File: src/hw/spc_regs.vh
// Register map, field positions and frame constants for the serial config register bank
// Operation
// - Serial config bit 15 picks order: 0 most significant first, 1 least first.
// - Serial config bit 14 picks four wires at 0, one shared data line at 1.
// - Bit 13 set resets port and controllers; all registers but address zero reload.
// - Bit 12 set gives two bidirectional data lines sharing select and clock.
// - Bit 11 doubles the drive strength on the serial output.
// - Bit 10 hands the shared output pin to the auxiliary digital output.
// - Power register bits 11, 10, 9 are read-only regulator on flags.
// - Power bits 8, 7, 6 switch off clock, first and second digital regulators.
// - Power bit 5 disconnects the internal reference pin resistor.
// - Power bit 4 powers down the main bandgap and converter bias.
// - Power bit 3 turns off the converter output current.
// - Clock bit 11 stops the analog clock delivered to the converter.
// - Clock bit 7 gates off the core digital logic clock.
// - Clock bit 6 selects the very low power clocking mode.
// - Clock bit 5 powers down the main clock receiver, stopping all clocks.
// - Clock bit 4 selects the low power receiver, only rising edge stays clean.
// - Clock bit 3 inverts the converter core clock, half period shift, while bit 4 is clear.
// - The serial config register sits at address zero.
`ifndef SPC_REGS_VH
`define SPC_REGS_VH

`define SPC_REG_W          16
`define SPC_ADDR_W         15
`define SPC_ADDR_SERIAL    15'h0000
`define SPC_ADDR_POWER     15'h0001
`define SPC_ADDR_CLOCK     15'h0002
`define SPC_RST_SERIAL     16'h0000
`define SPC_RST_POWER      16'h0000
`define SPC_RST_CLOCK      16'h0000
`define SPC_READ_ZERO      16'h0000

// Serial config fields
`define SPC_SP_BIT_ORDER   15
`define SPC_SP_SHARED_LINE 14
`define SPC_SP_SOFT_RESET  13
`define SPC_SP_DUAL_LINE   12
`define SPC_SP_DRIVE_DBL   11
`define SPC_SP_AUX_PIN     10
`define SPC_SP_RESET_COPY  2

// Power control and status fields
`define SPC_PW_CLKREG_ON   11
`define SPC_PW_DIGA_ON     10
`define SPC_PW_DIGB_ON     9
`define SPC_PW_CLKREG_OFF  8
`define SPC_PW_DIGA_OFF    7
`define SPC_PW_DIGB_OFF    6
`define SPC_PW_REF_RES_OFF 5
`define SPC_PW_BANDGAP_PD  4
`define SPC_PW_CONV_SLEEP  3
`define SPC_PW_STATUS_MASK 16'h0e00

// Clock control fields
`define SPC_CK_CONV_GATE   11
`define SPC_CK_CORE_GATE   7
`define SPC_CK_LOW_POWER   6
`define SPC_CK_RX_PD       5
`define SPC_CK_POWER_SAVE  4
`define SPC_CK_INVERT      3

// Frame layout: 16-bit command (read flag, address) then 16 data bits
`define SPC_CMD_READ       15
`define SPC_CMD_LAST       6'h0f
`define SPC_FRAME_LAST     6'h1f
`define SPC_FRAME_DONE     6'h20
`define SPC_DATA_FIRST     6'h10

// Synchroniser reset levels for {status[2:0], shared, sdio, sclk, cs_n}
`define SPC_SYNC_W         7
`define SPC_SYNC_INIT      7'h01

`endif

File: src/hw/spc_sync.v
// Three-stage input synchroniser with agreement filter
`timescale 1ns/100ps
`default_nettype none
module spc_sync #(
  parameter                 WIDTH = 1,
  parameter [WIDTH-1:0]     INIT  = {WIDTH{1'b0}}
) (
  // Clock and reset
  input  wire               clk_sys,
  input  wire               rst_n,
  // Asynchronous inputs and filtered levels
  input  wire [WIDTH-1:0]   din,
  output reg  [WIDTH-1:0]   dout
);

  reg [WIDTH-1:0] stage1;
  reg [WIDTH-1:0] stage2;
  reg [WIDTH-1:0] stage3;

  genvar i;
  generate
    for (i = 0; i < WIDTH; i = i + 1) begin : g_bit
      // Stage one feeds only stage two; a new level counts once two and three agree
      always @(posedge clk_sys or negedge rst_n) begin
        if (!rst_n) begin
          stage1[i] <= INIT[i];
          stage2[i] <= INIT[i];
          stage3[i] <= INIT[i];
          dout[i]   <= INIT[i];
        end else begin
          stage1[i] <= din[i];
          stage2[i] <= stage1[i];
          stage3[i] <= stage2[i];
          if (stage2[i] == stage3[i]) begin
            dout[i] <= stage3[i];
          end
        end
      end
    end
  endgenerate

endmodule // spc_sync
`default_nettype wire

File: src/hw/spc_pin_drive.v
// Registered drivers for the shared data line and the shared output pin
`timescale 1ns/100ps
`default_nettype none
module spc_pin_drive (
  // Clock and reset
  input  wire clk_sys,
  input  wire rst_n,
  // Serial engine side
  input  wire drive_bit,
  input  wire drive_en,
  input  wire shared_line_select,
  input  wire aux_pin_select,
  input  wire output_drive_double,
  input  wire aux_level,
  // Pins
  output reg  sdio_out,
  output reg  sdio_oe,
  output reg  shared_out,
  output reg  shared_oe,
  output reg  pin_drive_double
);

  // Read data goes to the shared data line in three-wire mode, else to the output pin unless the auxiliary output owns it
  always @(posedge clk_sys or negedge rst_n) begin
    if (!rst_n) begin
      sdio_out         <= 1'b0;
      sdio_oe          <= 1'b0;
      shared_out       <= 1'b0;
      shared_oe        <= 1'b0;
      pin_drive_double <= 1'b0;
    end else begin
      sdio_out         <= drive_bit;
      sdio_oe          <= drive_en & shared_line_select;
      pin_drive_double <= output_drive_double;
      if (aux_pin_select) begin
        // Auxiliary output owns the pin continuously; read data then leaves only on sdio, and only in three-wire mode
        shared_out <= aux_level;
        shared_oe  <= 1'b1;
      end else begin
        shared_out <= drive_bit;
        shared_oe  <= drive_en & ~shared_line_select;
      end
    end
  end

endmodule // spc_pin_drive
`default_nettype wire

File: src/hw/spc_config_regs.v
// Serial-port, power and clock configuration registers behind the serial control port
`timescale 1ns/100ps
`default_nettype none
`include "spc_regs.vh"
module spc_config_regs (
  // Clock and reset
  input  wire        clk_sys,
  input  wire        rst_n,
  // Serial control port pins
  input  wire        cs_n,
  input  wire        sclk,
  input  wire        sdio_in,
  output wire        sdio_out,
  output wire        sdio_oe,
  input  wire        shared_in,
  output wire        shared_out,
  output wire        shared_oe,
  output wire        pin_drive_double,
  // Auxiliary digital output level, same clock
  input  wire        aux_level,
  // Regulator status from the analog side
  input  wire        clock_regulator_on,
  input  wire        digital_regulator_a_on,
  input  wire        digital_regulator_b_on,
  // Serial port controls
  output reg         bit_order_select,
  output reg         shared_line_select,
  output reg         dual_data_line_mode,
  output reg         aux_pin_select,
  output reg         soft_reset_pulse,
  // Power controls
  output reg         clock_regulator_off,
  output reg         digital_regulator_a_off,
  output reg         digital_regulator_b_off,
  output reg         reference_resistor_off,
  output reg         bandgap_power_down,
  output reg         converter_sleep,
  // Clock controls
  output reg         converter_clock_gate,
  output reg         core_logic_clock_gate,
  output reg         clock_low_power,
  output reg         clock_receiver_power_down,
  output reg         receiver_power_save,
  output reg         converter_clock_invert
);

  // Register contents
  reg  [`SPC_REG_W-1:0]  serial_port_config;
  reg  [`SPC_REG_W-1:0]  power_control_status;
  reg  [`SPC_REG_W-1:0]  clock_control;

  // Serial engine state
  reg  [5:0]             bit_cnt;
  reg  [`SPC_REG_W-1:0]  rx_shift;
  reg  [`SPC_REG_W-1:0]  tx_shift;
  reg                    cmd_read;
  reg  [`SPC_ADDR_W-1:0] cmd_addr;
  reg                    drive_bit;
  reg                    drive_en;
  reg                    sclk_prev;
  reg                    frame_hold;

  // Filtered pin levels
  wire [`SPC_SYNC_W-1:0] sync_q;
  wire                   cs_n_s;
  wire                   sclk_s;
  wire                   sdio_s;
  wire [2:0]             status_s;

  wire                   sclk_rise;
  wire                   sclk_fall;
  reg  [`SPC_REG_W-1:0]  next_rx;
  reg  [`SPC_REG_W-1:0]  read_word;
  reg  [`SPC_REG_W-1:0]  status_bits;
  // Frame events
  wire                   write_commit;
  wire                   read_launch;

  // All pins and analog flags come from outside the clock domain
  spc_sync #(
    .WIDTH (`SPC_SYNC_W),
    .INIT  (`SPC_SYNC_INIT)
  ) u_sync (
    .clk_sys (clk_sys),
    .rst_n   (rst_n),
    .din     ({clock_regulator_on, digital_regulator_a_on, digital_regulator_b_on,
                shared_in, sdio_in, sclk, cs_n}),
    .dout    (sync_q)
  );

  assign cs_n_s   = sync_q[0];
  assign sclk_s   = sync_q[1];
  assign sdio_s   = sync_q[2];
  assign status_s = sync_q[6:4];

  // Edges of the filtered serial clock; sampling on rise, launching on fall
  assign sclk_rise = ~cs_n_s & sclk_s & ~sclk_prev;
  assign sclk_fall = ~cs_n_s & ~sclk_s & sclk_prev;

  // A write lands on the last sampled rising edge of a write frame, never on a read
  assign write_commit = sclk_rise & (bit_cnt == `SPC_FRAME_LAST) & ~cmd_read;

  // Read bits leave on falling edges from the end of the command to the frame end
  assign read_launch  = sclk_fall & cmd_read & (bit_cnt >= `SPC_DATA_FIRST) &
                        (bit_cnt != `SPC_FRAME_DONE);

  always @(posedge clk_sys or negedge rst_n) begin
    if (!rst_n) begin
      sclk_prev <= 1'b0;
    end else begin
      sclk_prev <= sclk_s;
    end
  end

  // Incoming bit lands at the top or bottom depending on transfer order
  always @* begin
    if (serial_port_config[`SPC_SP_BIT_ORDER]) begin
      next_rx = {sdio_s, rx_shift[`SPC_REG_W-1:1]};
    end else begin
      next_rx = {rx_shift[`SPC_REG_W-2:0], sdio_s};
    end
  end

  // Status flags are live inputs, never stored
  always @* begin
    status_bits = `SPC_READ_ZERO;
    status_bits[`SPC_PW_CLKREG_ON] = status_s[2];
    status_bits[`SPC_PW_DIGA_ON]   = status_s[1];
    status_bits[`SPC_PW_DIGB_ON]   = status_s[0];
  end

  // Read decode; unmapped addresses return zero
  always @* begin
    case (next_rx[`SPC_ADDR_W-1:0])
      `SPC_ADDR_SERIAL: read_word = serial_port_config;
      `SPC_ADDR_POWER:  read_word = power_control_status | status_bits;
      `SPC_ADDR_CLOCK:  read_word = clock_control;
      default:          read_word = `SPC_READ_ZERO;
    endcase
  end

  // Frame engine: 16 command bits, then 16 data bits in either direction
  always @(posedge clk_sys or negedge rst_n) begin
    if (!rst_n) begin
      bit_cnt    <= 6'h00;
      rx_shift   <= `SPC_READ_ZERO;
      tx_shift   <= `SPC_READ_ZERO;
      cmd_read   <= 1'b0;
      cmd_addr   <= `SPC_ADDR_SERIAL;
      drive_bit  <= 1'b0;
      drive_en   <= 1'b0;
      frame_hold <= 1'b0;
    end else if (cs_n_s) begin
      // Deselect returns the port to idle and ends any hold
      bit_cnt    <= 6'h00;
      drive_en   <= 1'b0;
      cmd_read   <= 1'b0;
      frame_hold <= 1'b0;
    end else if (soft_reset_pulse || frame_hold) begin
      // Soft reset clears the engine; the rest of the frame is ignored until deselect,
      // so stray clocks after the reset cannot start a half-aligned command
      bit_cnt    <= 6'h00;
      rx_shift   <= `SPC_READ_ZERO;
      tx_shift   <= `SPC_READ_ZERO;
      cmd_read   <= 1'b0;
      drive_bit  <= 1'b0;
      drive_en   <= 1'b0;
      frame_hold <= 1'b1;
    end else begin
      // Sample on rises; bits past the end of the frame are ignored
      if (sclk_rise && bit_cnt != `SPC_FRAME_DONE) begin
        rx_shift <= next_rx;
        bit_cnt  <= bit_cnt + 6'h01;
        // Command complete: latch direction and address, fetch the read word
        if (bit_cnt == `SPC_CMD_LAST) begin
          cmd_read <= next_rx[`SPC_CMD_READ];
          cmd_addr <= next_rx[`SPC_ADDR_W-1:0];
          tx_shift <= read_word;
        end
      end
      // Launch read data on falls so it settles before the host's next rise
      if (sclk_fall) begin
        if (read_launch) begin
          drive_en <= 1'b1;
          if (serial_port_config[`SPC_SP_BIT_ORDER]) begin
            drive_bit <= tx_shift[0];
            tx_shift  <= {1'b0, tx_shift[`SPC_REG_W-1:1]};
          end else begin
            drive_bit <= tx_shift[`SPC_REG_W-1];
            tx_shift  <= {tx_shift[`SPC_REG_W-2:0], 1'b0};
          end
        end else begin
          drive_en <= 1'b0;
        end
      end
    end
  end

  // Register writes commit on the last data bit of a write frame
  always @(posedge clk_sys or negedge rst_n) begin
    if (!rst_n) begin
      serial_port_config   <= `SPC_RST_SERIAL;
      power_control_status <= `SPC_RST_POWER;
      clock_control        <= `SPC_RST_CLOCK;
      soft_reset_pulse     <= 1'b0;
    end else begin
      soft_reset_pulse <= 1'b0;
      if (write_commit) begin
        case (cmd_addr)
          `SPC_ADDR_SERIAL: begin
            // Copy bits are stored as written; the host keeps them mirrored
            serial_port_config <= next_rx;
            if (next_rx[`SPC_SP_SOFT_RESET]) begin
              // Everything but this register reloads; the reset bits self-clear
              serial_port_config[`SPC_SP_SOFT_RESET] <= 1'b0;
              serial_port_config[`SPC_SP_RESET_COPY] <= 1'b0;
              power_control_status <= `SPC_RST_POWER;
              clock_control        <= `SPC_RST_CLOCK;
              soft_reset_pulse     <= 1'b1;
            end
          end
          `SPC_ADDR_POWER: begin
            // Status bits are live inputs and never stored
            power_control_status <= next_rx & ~`SPC_PW_STATUS_MASK;
          end
          `SPC_ADDR_CLOCK: begin
            clock_control <= next_rx;
          end
          default: begin
            // Unmapped address: the write is dropped
            serial_port_config <= serial_port_config;
          end
        endcase
      end
    end
  end

  // Control outputs re-registered so every output leaves a flip-flop
  always @(posedge clk_sys or negedge rst_n) begin
    if (!rst_n) begin
      // Serial port controls
      bit_order_select          <= 1'b0;
      shared_line_select        <= 1'b0;
      dual_data_line_mode       <= 1'b0;
      aux_pin_select            <= 1'b0;
      // Power controls
      clock_regulator_off       <= 1'b0;
      digital_regulator_a_off   <= 1'b0;
      digital_regulator_b_off   <= 1'b0;
      reference_resistor_off    <= 1'b0;
      bandgap_power_down        <= 1'b0;
      converter_sleep           <= 1'b0;
      // Clock controls
      converter_clock_gate      <= 1'b0;
      core_logic_clock_gate     <= 1'b0;
      clock_low_power           <= 1'b0;
      clock_receiver_power_down <= 1'b0;
      receiver_power_save       <= 1'b0;
      converter_clock_invert    <= 1'b0;
    end else begin
      // Serial port controls
      bit_order_select          <= serial_port_config[`SPC_SP_BIT_ORDER];
      shared_line_select        <= serial_port_config[`SPC_SP_SHARED_LINE];
      dual_data_line_mode       <= serial_port_config[`SPC_SP_DUAL_LINE];
      aux_pin_select            <= serial_port_config[`SPC_SP_AUX_PIN];
      // Power controls
      clock_regulator_off       <= power_control_status[`SPC_PW_CLKREG_OFF];
      digital_regulator_a_off   <= power_control_status[`SPC_PW_DIGA_OFF];
      digital_regulator_b_off   <= power_control_status[`SPC_PW_DIGB_OFF];
      reference_resistor_off    <= power_control_status[`SPC_PW_REF_RES_OFF];
      bandgap_power_down        <= power_control_status[`SPC_PW_BANDGAP_PD];
      converter_sleep           <= power_control_status[`SPC_PW_CONV_SLEEP];
      // Clock controls
      converter_clock_gate      <= clock_control[`SPC_CK_CONV_GATE];
      core_logic_clock_gate     <= clock_control[`SPC_CK_CORE_GATE];
      clock_low_power           <= clock_control[`SPC_CK_LOW_POWER];
      clock_receiver_power_down <= clock_control[`SPC_CK_RX_PD];
      receiver_power_save       <= clock_control[`SPC_CK_POWER_SAVE];
      // Inversion is held off while power save is on: the falling edge is unusable then
      converter_clock_invert    <= clock_control[`SPC_CK_INVERT] &
                                   ~clock_control[`SPC_CK_POWER_SAVE];
    end
  end

  // Pin drivers; the dual-line mode only matters to memory transfers outside this bank
  spc_pin_drive u_pins (
    .clk_sys             (clk_sys),
    .rst_n               (rst_n),
    .drive_bit           (drive_bit),
    .drive_en            (drive_en),
    .shared_line_select  (serial_port_config[`SPC_SP_SHARED_LINE]),
    .aux_pin_select      (serial_port_config[`SPC_SP_AUX_PIN]),
    .output_drive_double (serial_port_config[`SPC_SP_DRIVE_DBL]),
    .aux_level           (aux_level),
    .sdio_out            (sdio_out),
    .sdio_oe             (sdio_oe),
    .shared_out          (shared_out),
    .shared_oe           (shared_oe),
    .pin_drive_double    (pin_drive_double)
  );

endmodule // spc_config_regs
`default_nettype wire

File: config.mk
export PLATFORM = sky130hd
export DESIGN_NAME = spc_config_regs
export DESIGN_NICKNAME = d
export VERILOG_FILES = /design/src/hw/spc_sync.v /design/src/hw/spc_pin_drive.v /design/src/hw/spc_config_regs.v
export VERILOG_INCLUDE_DIRS = /design/src /design/src/hw
export SDC_FILE = /design/constraint.sdc
export NUM_CORES = 1
export LEC_CHECK = 0
export ABC_AREA = 1
export BUFFER_PORTS_ARGS = -buffer_cell sky130_fd_sc_hd__buf_2
export CAP_MARGIN = 15
export CORE_MARGIN = 5
export CORE_UTILIZATION = 55
export CTS_CLUSTER_DIAMETER = 60
export CTS_CLUSTER_SIZE = 30
export DETAILED_ROUTE_END_ITERATION = 16
export GPL_ROUTABILITY_DRIVEN = 0
export GPL_TIMING_DRIVEN = 0
export PLACE_DENSITY = 0.73
export SLEW_MARGIN = 20
export SYNTH_ARGS = -nofsm -noshare
export SYNTH_HDL_FRONTEND = slang
export SYNTH_SLANG_ARGS = --single-unit
File: constraint.sdc
create_clock -name clk_sys -period 3.6 [get_ports clk_sys]
set_input_delay 0.18 -clock clk_sys [delete_from_list [all_inputs] [get_ports clk_sys]]
set_output_delay 0.18 -clock clk_sys [all_outputs]
set_load 0.02 [all_outputs]
==> results of run 1 <==
[per-layer routing]
| layer | part of all wire [%] | wire length [microns] |
|---|---|---|
| met1 | 42 | 7380 |
| met2 | 47 | 8390 |
| met3 | 7.0 | 1240 |
| met4 | 4.2 | 754 |
| met5 | 0 | 0 |
[area by class of cell]
type | count | area [sq um] | area share (%)
clock buffers | 24 | 502 | 6.23
plain buffers | 44 | 262 | 3.25
repair buffers | 39 | 268 | 3.32
flip-flops and latches | 148 | 3710 | 46.0
well taps | 172 | 215 | 2.67
multi-input cells | 525 | 2540 | 31.5
clock inverters | 8 | 121 | 1.51
inverters | 116 | 438 | 5.44
[power by group]
part	total (mW)	switching [mW]	internal, mW
sequential	1.77	0.0446	1.73
combinational	0.844	0.606	0.238
clock	1.85	0.670	1.18
[registers in the layout (all words and copies together) (netlist names), 13 cells and up]
signal	flops
clock_control	16
cmd_addr	15
power_control_status	13
rx_shift	16
serial_port_config	15
tx_shift	16
[worst paths after layout]
kind                                               startpoint                      endpoint
max in group asynchronous                               rst_n    u_sync.stage1[0]$_DFF_PN1_
setup reg to reg           serial_port_config[15]$_DFFE_PN0P_       tx_shift[5]$_DFFE_PN0N_
setup / recovery           serial_port_config[15]$_DFFE_PN0P_       tx_shift[5]$_DFFE_PN0N_
hold reg to reg                    u_sync.stage1[4]$_DFF_PN0_    u_sync.stage2[4]$_DFF_PN0_
hold / removal                                          rst_n  clock_control[4]$_DFFE_PN0P_
min in group clk_sys               u_sync.stage1[4]$_DFF_PN0_    u_sync.stage2[4]$_DFF_PN0_
[layout by cell type (no fill, tap or decap), drive strengths merged]
| cell type | n |
|---|---|
| o31ai | 1 |
| xor2 | 1 |
| o21ai | 80 |
| nor2 | 37 |
| nor3 | 6 |
| ha | 2 |
| a31oi | 1 |
| dfstp | 4 |
| nor4 | 4 |
| clkbuf | 41 |
| bufinv | 3 |
| nand4 | 28 |
| dfrtp | 144 |
| buf | 58 |
| inv | 115 |
| dlygate4sd3 | 8 |
| a211oi | 2 |
| a21oi | 15 |
| maj3 | 6 |
| mux2i | 6 |
| nand3 | 102 |
| nand2 | 226 |
| o22ai | 8 |
| clkinvlp | 1 |
| clkinv | 5 |
[worst max-delay path, delay by kind of cell, from the launching register on]
family,cells,cell delay (ns)
AOI/OAI and AO/OA,1,0.77
buffers and inverters,2,0.36
DFF,1,0.41
and+or+nand+nor,9,0.91
[per-stage QoR]
stage	utilization, %	power, mW	hold WS (ns)
after floorplan	-	2.37	-0.116
after global placement	58.4	2.58	0.286
after detailed placement	58.7	2.62	0.222
after CTS	64.4	4.46	0.354
after global routing	64.4	4.64	0.355
final	64.4	4.47	0.344
[cell families after synthesis]
family                     count (synthesis)  synth area share [%]
xor gates and xnor gates                   1                 0.126
AOI/OAI and AO/OA                        107                  8.03
and+or+nand+nor                          403                  26.3
muxes                                      6                 0.864
DFF                                      148                  53.4
buffers and inverters                    160                  10.1
adders and majority gates                  8                  1.22
[what timing repair did]
item,CTS,global route
hold buffers,8,0
endpoints found under the hold margin,92,0
setup endpoints to repair,0,0
setup buffers,0,0
resized for setup,0,0
==> summary.md, run 1 <==
| Metric | Value |
|---|---|
| Post-layout min period | 2.58 ns |
| Final layout net count | 903 |
| Die Ht | 122 microns |
| Placed instance count | 1,036 |
| Vias per inst | 5.54 |
| Synthesized flop and latch total | 148 |
| CTS Buf Count | 17 |
| Synth top cells by count | 221 x nand2_1, 144 x dfrtp_1, 113 x inv_1 |
| Antenna diodes | 0 |
| Avg WL per Cell | 16.5 microns |
| Leak pwr | 4.22 nW |
| Number of port buffers | 30 |
| Worst-margin pin slew | 0.968 ns |
| Max-cap violations | 0 |
| Fill cells | 1,043 |
| Met3 usage | 5.58% |
| Num ports | 32 |
| Worst path cell trace | buf_6 -> o21ai_0 -> nor2_1 -> nand2_1 -> nor2_4 -> nand2_1 -> nand3_2 -> buf_4 -> nand3_1 -> nand2_1 -> nand2_1 -> nand2_1 |
| R2r setup slk | 1.02 ns |
| Critical Path AT | 2.89 ns |
| Register area share after synthesis | 53.4% |
| Worst hold path class | in -> async |
| Later-pin clock latency in the skew report | 0.43 ns |
| Yosys warns | 0 |
| RSZ-0062 raised after global routing | false |
| Grt ovf | 0 |
| Setup violations, final | 0 |
| Die ar. | 15,000 sq um |
| Syn Nets | 845 |
| M1 GR Usage | 32.6% |
| Busiest grt layer | met2 |
| Vias | 5,966 |
| Share of post-route cells with drive strength above 1 | 11.8% |
| CP endpoint kind | flop |
| Post-synth EDFFs | 0 |
| Fin cells | 1,076 |
| Slew HR | 34.8% |
| Area growth, synth to finish | 15.9% |
| Distinct cells, synth | 34 |
| Final HPWL DP | 12.5 mm |
| Cells on worst reg2reg path | 12 |
| Initial core utilization | 55.5% |
| CP max stage cell | o21ai_0 |
| Routed wire length | 17.8 mm |
| Count of final hold-check violations | 0 |
| CTS tree | built |
| Most frequent cell after synthesis | nand2_1 |
| Top cell type's share of synthesized area | 51.9% |
| Most used cell along the critical path | nand2_1 |
| H-tree lvl count | 4 |
| Syn Area/Cell | 8.34 sq um |
| Initial DRC count | 671 |
| Post-route cell area | 8060 sq um |
| CORE AREA | 12,500 sq um |
| Max Clock Freq | 0.388 GHz |
| Setup TNS | 0 ns |
| Main synth FF type | dfrtp_1 |
| Synth Instances | 833 |
| Dpl cell area | 7350 sq um |
| Met2 usage | 41.1% |
| Skew final | 0.00912 ns |
| Post-Syn Area | 6950 sq um |
| Drt first pass iters | 6 |
| Initial antenna violation count | 0 |
| DR DRC count | 0 |
| Vias in the first global route | 5,751 |
| Max Buffers Root-to-Sink | 2 |
| Dpl ws | 1.12 ns |
| Post-route ant nets | 0 |
| Slowest stage delay, CP | 0.77 ns |
| Root Buffer | clkbuf_16 |
| Kind of critical path | reg -> reg |
| Synth top area cells | dfrtp_1 52%, nand2_1 12%, nand3_1 7.3%, inv_1 6.1%, o21ai_0 5.7% |
| Wire length of the first global-routing pass | 29.2 mm |
| Row cnt | 41 |
| Fin crit share | 71.6% |
| Final Worst Setup Slack | 1.02 ns |
| CP Max Fanout | 10 |
| Sink Count | 148 |
| Pin count of the biggest net entering global routing | 87 |
| Worst setup SP type | flop |
| Die Width | 122 microns |
| Synth area leader | dfrtp_1 |
| CP required | 3.91 ns |
| Maximum vdd drop | 0.414 mV |
| Ys async rst share | 100% |
| PD cells | 555 nW/um^2 |
| Reg clk slew, reported paths | 0.06 ns |
| Status | finished, final reports clean |
| Max Slew Vio Count | 0 |
| Gr usage total | 25.5% |
Note: power is estimated with default switching activity, not from simulation.
==> run 2, diff against run 1 <==
- clock period: 3.6 -> 2.5 ns (I/O delays scaled with it)
==> summary.md, run 2 (synthesis results as in run 1) <==
| Metric | Value |
|---|---|
| Status | finished, final reports clean |
| Most used cell along the critical path | nand2_1 |
| Kind of critical path | reg -> reg |
| Skew final | 0.00969 ns |
| Placed instance count | 1,036 |
| Sw Pwr | 1.90 mW |
| Clk pwr share | 41.4% |
| Root Buffer | clkbuf_16 |
| Total power | 6.44 mW |
| Later-pin clock latency in the skew report | 0.43 ns |
| Slew HR | 34.9% |
| R2r setup slk | 0.17 ns |
| Layout Utilization | 64.4% |
| Count of buffer and inverter cells on the critical path | 5 |
| Initial antenna violation count | 0 |
| Top flop regs | clock_control x16, rx_shift x16, tx_shift x16 |
| Post-route cell area | 8060 sq um |
| Max Buffers Root-to-Sink | 2 |
| Area growth, synth to finish | 15.9% |
| Final Worst Setup Slack | 0.174 ns |
| Fin crit share | 93.0% |
| Final layout net count | 903 |
| Row cnt | 41 |
| Num ports | 32 |
| Worst setup SP type | flop |
| RR Endpoint | tx_shift[11]$_DFFE_PN0N_ |
| Gr usage total | 25.5% |
| CTS Buf Count | 17 |
| Max Slew Vio Count | 0 |
| Antenna diodes | 0 |
| Commonest non-fill, non-tap cell in the layout | nand2_1 |
| Vias | 5,937 |
| Routed wire length | 17.8 mm |
| CP max stage cell | dfrtp_1 |
| CP Max Fanout | 10 |
| Worst-margin pin slew | 0.966 ns |
| H-tree lvl count | 4 |
| Initial DRC count | 674 |
| Setup violations, final | 0 |
| Fin cells | 1,076 |
| CTS tree | built |
| Die ar. | 15,000 sq um |
| Power share of the sequential group | 39.7% |
| Share of post-route cells with drive strength above 1 | 11.8% |
| Die Ht | 122 microns |
| Worst hold path class | in -> async |
| Dpl cell area | 7350 sq um |
| Int Pwr | 4.53 mW |
| Post-route ant nets | 0 |
| Leak pwr | 4.22 nW |
| RR Startpoint | serial_port_config[15]$_DFFE_PN0P_ |
| Pin count of the biggest net entering global routing | 87 |
| Grt ovf | 0 |
| Postcts setup bufs | 0 |
| Initial core utilization | 55.5% |
| Vias per inst | 5.52 |
| Maximum vdd drop | 0.596 mV |
| CORE AREA | 12,500 sq um |
| Avg WL per Cell | 16.5 microns |
| Final HPWL DP | 12.5 mm |
| Comb pwr share | 18.9% |
| Most frequent cells in the layout | 221 x nand2_1, 144 x dfrtp_1, 113 x inv_1, 101 x nand3_1, 78 x o21ai_0 |
| Sink Count | 148 |
| Reg clk slew, reported paths | 0.06 ns |
| Max-cap violations | 0 |
| PD cells | 799 nW/um^2 |
| CP required | 2.86 ns |
| Die Width | 122 microns |
| Number of port buffers | 30 |
| Fill cells | 1,043 |
| Wire length of the first global-routing pass | 29.2 mm |
| Delay-heaviest family, CP | simple AND/OR/NAND/NOR gates |
| Fin Hold WS | 0.284 ns |
| CP endpoint kind | flop |
| RSZ-0062 raised after global routing | false |
| Setup TNS | 0 ns |
| Cells on worst reg2reg path | 15 |
| Drt first pass iters | 5 |
| Switching share of power | 29.6% |
| Post-layout min period | 2.33 ns |
| Critical Path AT | 2.69 ns |
| Max Clock Freq | 0.430 GHz |
| Slowest stage delay, CP | 0.41 ns |
| Count of final hold-check violations | 0 |
| DR DRC count | 0 |
| Dpl ws | 0.0202 ns |
| Worst path cell trace | buf_6 -> inv_4 -> buf_6 -> nand2_1 -> nand2_1 -> nand3_1 -> nor2_4 -> buf_6 -> buf_6 -> nand3_1 -> nand3_1 -> nand3_1 -> nand2_1 -> nand2_1 -> nand2_1 |
| Vias in the first global route | 5,751 |
[run 2: changes by cell type in the layout (fill, tap and decap cells not counted)]
| cell | change |
|---|---|
| o21ai_1 | +1 |
| o21ai_0 | -1 |
[run 2: per-layer routing]
layer / GRT usage, % / share of wire, %
met1: 32.6 / 42
met2: 41.1 / 47
met3: 5.58 / 6.6
met4: 12.5 / 3.8
met5: 0 / 0
[run 2: worst max path at each step]
stage	startpoint	endpoint	slack [ns]	cells past startpoint
6_report	serial_port_config[15]$_DFFE_PN0P_	tx_shift[11]$_DFFE_PN0N_	0.17	15
5_1_grt	serial_port_config[15]$_DFFE_PN0P_	tx_shift[6]$_DFFE_PN0N_	0.03	16
4_1_cts	serial_port_config[15]$_DFFE_PN0P_	tx_shift[11]$_DFFE_PN0N_	0.20	16
3_5_place_dp	serial_port_config[15]$_DFFE_PN0P_	tx_shift[6]$_DFFE_PN0N_	0.02	12
3_3_place_gp	rst_n	u_sync.stage1[1]$_DFF_PN0_	-0.68	1
2_1_floorplan	u_sync.dout[0]$_DFFE_PN1N_	cmd_addr[13]$_DFFE_PN0P_	0.65	9
[run 2: final cells by class]
| type | instances | area [sq um] | area share (%) |
|---|---|---|---|
| Sequential cell | 148 | 3710 | 46.0 |
| Multi-Input combinational cell | 525 | 2540 | 31.5 |
| Buffer | 44 | 262 | 3.25 |
| Timing Repair Buffer | 39 | 268 | 3.32 |
| Clock inverter | 8 | 121 | 1.51 |
| Inverter | 116 | 438 | 5.44 |
| Clock buffer | 24 | 502 | 6.23 |
| Tap cell | 172 | 215 | 2.67 |
[run 2: power by group through the flow]
stage | logic [mW] | registers (mW) | clock network (mW)
6_report | 1.22 | 2.55 | 2.66
3_3_place_gp | 1.12 | 2.59 | 0
2_1_floorplan | 0.839 | 2.58 | 0
4_1_cts | 1.19 | 2.55 | 2.68
3_5_place_dp | 1.17 | 2.59 | 0
5_1_grt | 1.32 | 2.56 | 2.80
[run 2: worst register-to-register path: cells and delay by family, from the launching register on]
family        cells  cell delay, ns
flops             1            0.41
buf+inv           5            0.69
simple gates     10            1.16
[run 2: timing repair]
| action | in CTS | in global routing |
|---|---|---|
| endpoints found under the setup margin | 1 | 0 |
| hold buffers | 8 | 0 |
| gates resized for setup | 1 | 0 |
| hold endpoints to repair | 92 | 0 |
==> run 3, diff against run 2 <==
- BUFFER_PORTS_ARGS: -buffer_cell sky130_fd_sc_hd__buf_2 -> unset
- DONT_BUFFER_PORTS: unset -> 1
- PLACE_DENSITY: 0.73 -> 0.7
==> summary.md, run 3 (synthesis results as in run 1) <==
| Metric | Value |
|---|---|
| Area of the multi-input gates | 2550 sq um |
| Clk pwr share | 40.0% |
| Commonest non-fill, non-tap cell in the layout | nand2_1 |
| CTS tree | built |
| Share of post-route cells with drive strength above 1 | 8.72% |
| Register area | 3710 sq um |
| Sink Count | 148 |
| Total power | 6.17 mW |
| CTS Buf Count | 17 |
| Final HPWL DP | 12.2 mm |
| Number of port buffers | 0 |
| Die Ht | 122 microns |
| Status | finished with violations |
| Placed instance count | 1,005 |
| Gr usage total | 25.2% |
| Vias | 5,801 |
| Final layout net count | 871 |
| M1 GR Usage | 33.6% |
| Later-pin clock latency in the skew report | 0.42 ns |
| Die Width | 122 microns |
| H-tree lvl count | 4 |
| Max Slew Vio Count | 0 |
| Slew HR | 39.1% |
| Sw Pwr | 1.83 mW |
| Die ar. | 15,000 sq um |
| Switching share of power | 29.7% |
| Wire length of the first global-routing pass | 28.9 mm |
| Avg WL per Cell | 16.7 microns |
| Routed wire length | 17.4 mm |
| Initial core utilization | 55.5% |
| Met3 usage | 5.94% |
| Comb pwr share | 18.6% |
| Hold-fix buffers, CTS | 7 |
| Int Pwr | 4.34 mW |
| Fin cells | 1,044 |
| Max Clock Freq | 0.436 GHz |
| Max-cap violations | 0 |
| Failing checks | hold timing |
| Num ports | 32 |
| CP endpoint kind | flop |
| CP required | 2.85 ns |
| PD cells | 790 nW/um^2 |
| RSZ-0062 raised after global routing | false |
| Maximum vdd drop | 0.726 mV |
| Busiest grt layer | met2 |
| Vias in the first global route | 5,726 |
| Fill cells | 1,073 |
| Worst hold path class | in -> async |
| Skew final | 0.00921 ns |
| Setup TNS | 0 ns |
| Setup violations, final | 0 |
| Fin Hold WS | -0.600 ns |
| DR DRC count | 0 |
| Initial antenna violation count | 0 |
| Met2 usage | 40.4% |
| Grt ovf | 0 |
| Critical Path AT | 2.64 ns |
| Row cnt | 41 |
| Worst setup SP type | flop |
| Post-layout min period | 2.29 ns |
| Power share of the sequential group | 41.4% |
| Top flop regs | clock_control x16, rx_shift x16, tx_shift x16 |
| Count of final hold-check violations | 148 |
| Leak pwr | 4.02 nW |
| Area growth, synth to finish | 12.4% |
| Initial DRC count | 636 |
| CP Max Fanout | 10 |
| Worst-margin pin slew | 0.904 ns |
| Max Buffers Root-to-Sink | 2 |
| Most frequent cells in the layout | 220 x nand2_1, 144 x dfrtp_1, 113 x inv_1, 101 x nand3_1, 78 x o21ai_0 |
| Antenna diodes | 0 |
| Reg clk slew, reported paths | 0.06 ns |
| Root Buffer | clkbuf_16 |
| CORE AREA | 12,500 sq um |
| Kind of critical path | reg -> reg |
| Postcts setup bufs | 0 |
| Drt first pass iters | 5 |
| Pin count of the biggest net entering global routing | 149 |
| Vias per inst | 5.56 |
| Post-route ant nets | 0 |
| Fin crit share | 91.6% |
[run 3: layout make-up]
type / count / area share, %
clock buffer: 23 / 5.99
buffer: 44 / 3.35
clock inverter: 9 / 1.35
tap: 172 / 2.75
multi-input combinational: 525 / 32.6
inverter: 116 / 5.61
timing repair buffer: 7 / 0.897
sequential: 148 / 47.5
[run 3: critical path: stages (launching register included)]
cell     delay (ns)
dfrtp_1        0.39
buf_6          0.15
inv_4          0.09
buf_6          0.14
nand2_1        0.05
nand2_1        0.17
nand3_1        0.17
nor2_4         0.19
buf_6          0.16
buf_6          0.14
nand3_1        0.13
nand3_1        0.14
nand3_1        0.11
nand2_1        0.09
nand2_1        0.05
nand2_1        0.05
[run 3: worst paths after layout]
kind | startpoint | end | slack [ns] | depth (start not counted)
worst max-delay path | serial_port_config[15]$_DFFE_PN0P_ | tx_shift[3]$_DFFE_PN0N_ | 0.21 | 15
max in group asynchronous | rst_n | u_sync.dout[0]$_DFFE_PN1N_ | 2.83 | 0
min in group clk_sys | cs_n | u_sync.stage1[0]$_DFF_PN1_ | 0.25 | 1
worst min-delay path | rst_n | clock_regulator_off$_DFF_PN0_ | -0.60 | 0
worst max register to register | serial_port_config[15]$_DFFE_PN0P_ | tx_shift[3]$_DFFE_PN0N_ | 0.21 | 15
worst min register to register | u_sync.stage1[1]$_DFF_PN0_ | u_sync.stage2[1]$_DFF_PN0_ | 0.35 | 0
[run 3: power groups by stage]
stage | Clock, mW | Combinational, mW | Sequential [mW]
6_report | 2.47 | 1.15 | 2.55
5_1_grt | 2.61 | 1.26 | 2.56
4_1_cts | 2.51 | 1.12 | 2.55
3_5_place_dp | 0 | 1.10 | 2.59
3_3_place_gp | 0 | 1.08 | 2.59
2_1_floorplan | 0 | 0.839 | 2.58
[run 3: metal layers]
| metal | up-vias | routed length, microns |
|---|---|---|
| met5 | - | 0 |
| met4 | 0 | 423 |
| met3 | 34 | 1110 |
| met2 | 218 | 8230 |
| met1 | 2813 | 7620 |
| li1 | 2736 | - |
[run 3: repair_timing]
item                                   in CTS  in global routing
gates cloned                                0                  0
setup endpoints to repair                  10                  1
endpoints found under the hold margin     155                148
gates resized for setup                     1                  2
[run 3: stage by stage]
stage / area, sq um / util, % / hold WS [ns] / setup slack, ns
6_report: 7810 / 62.4 / -0.600 / 0.209
5_1_grt: 7810 / 62.4 / -0.618 / 0.0118
4_1_cts: 7810 / 62.4 / -0.613 / 0.215
3_5_place_dp: 7160 / 57.2 / -0.167 / -0.0234
3_3_place_gp: 7160 / 57.2 / -0.166 / -0.0179
2_1_floorplan: 6950 / - / -0.171 / 0.654
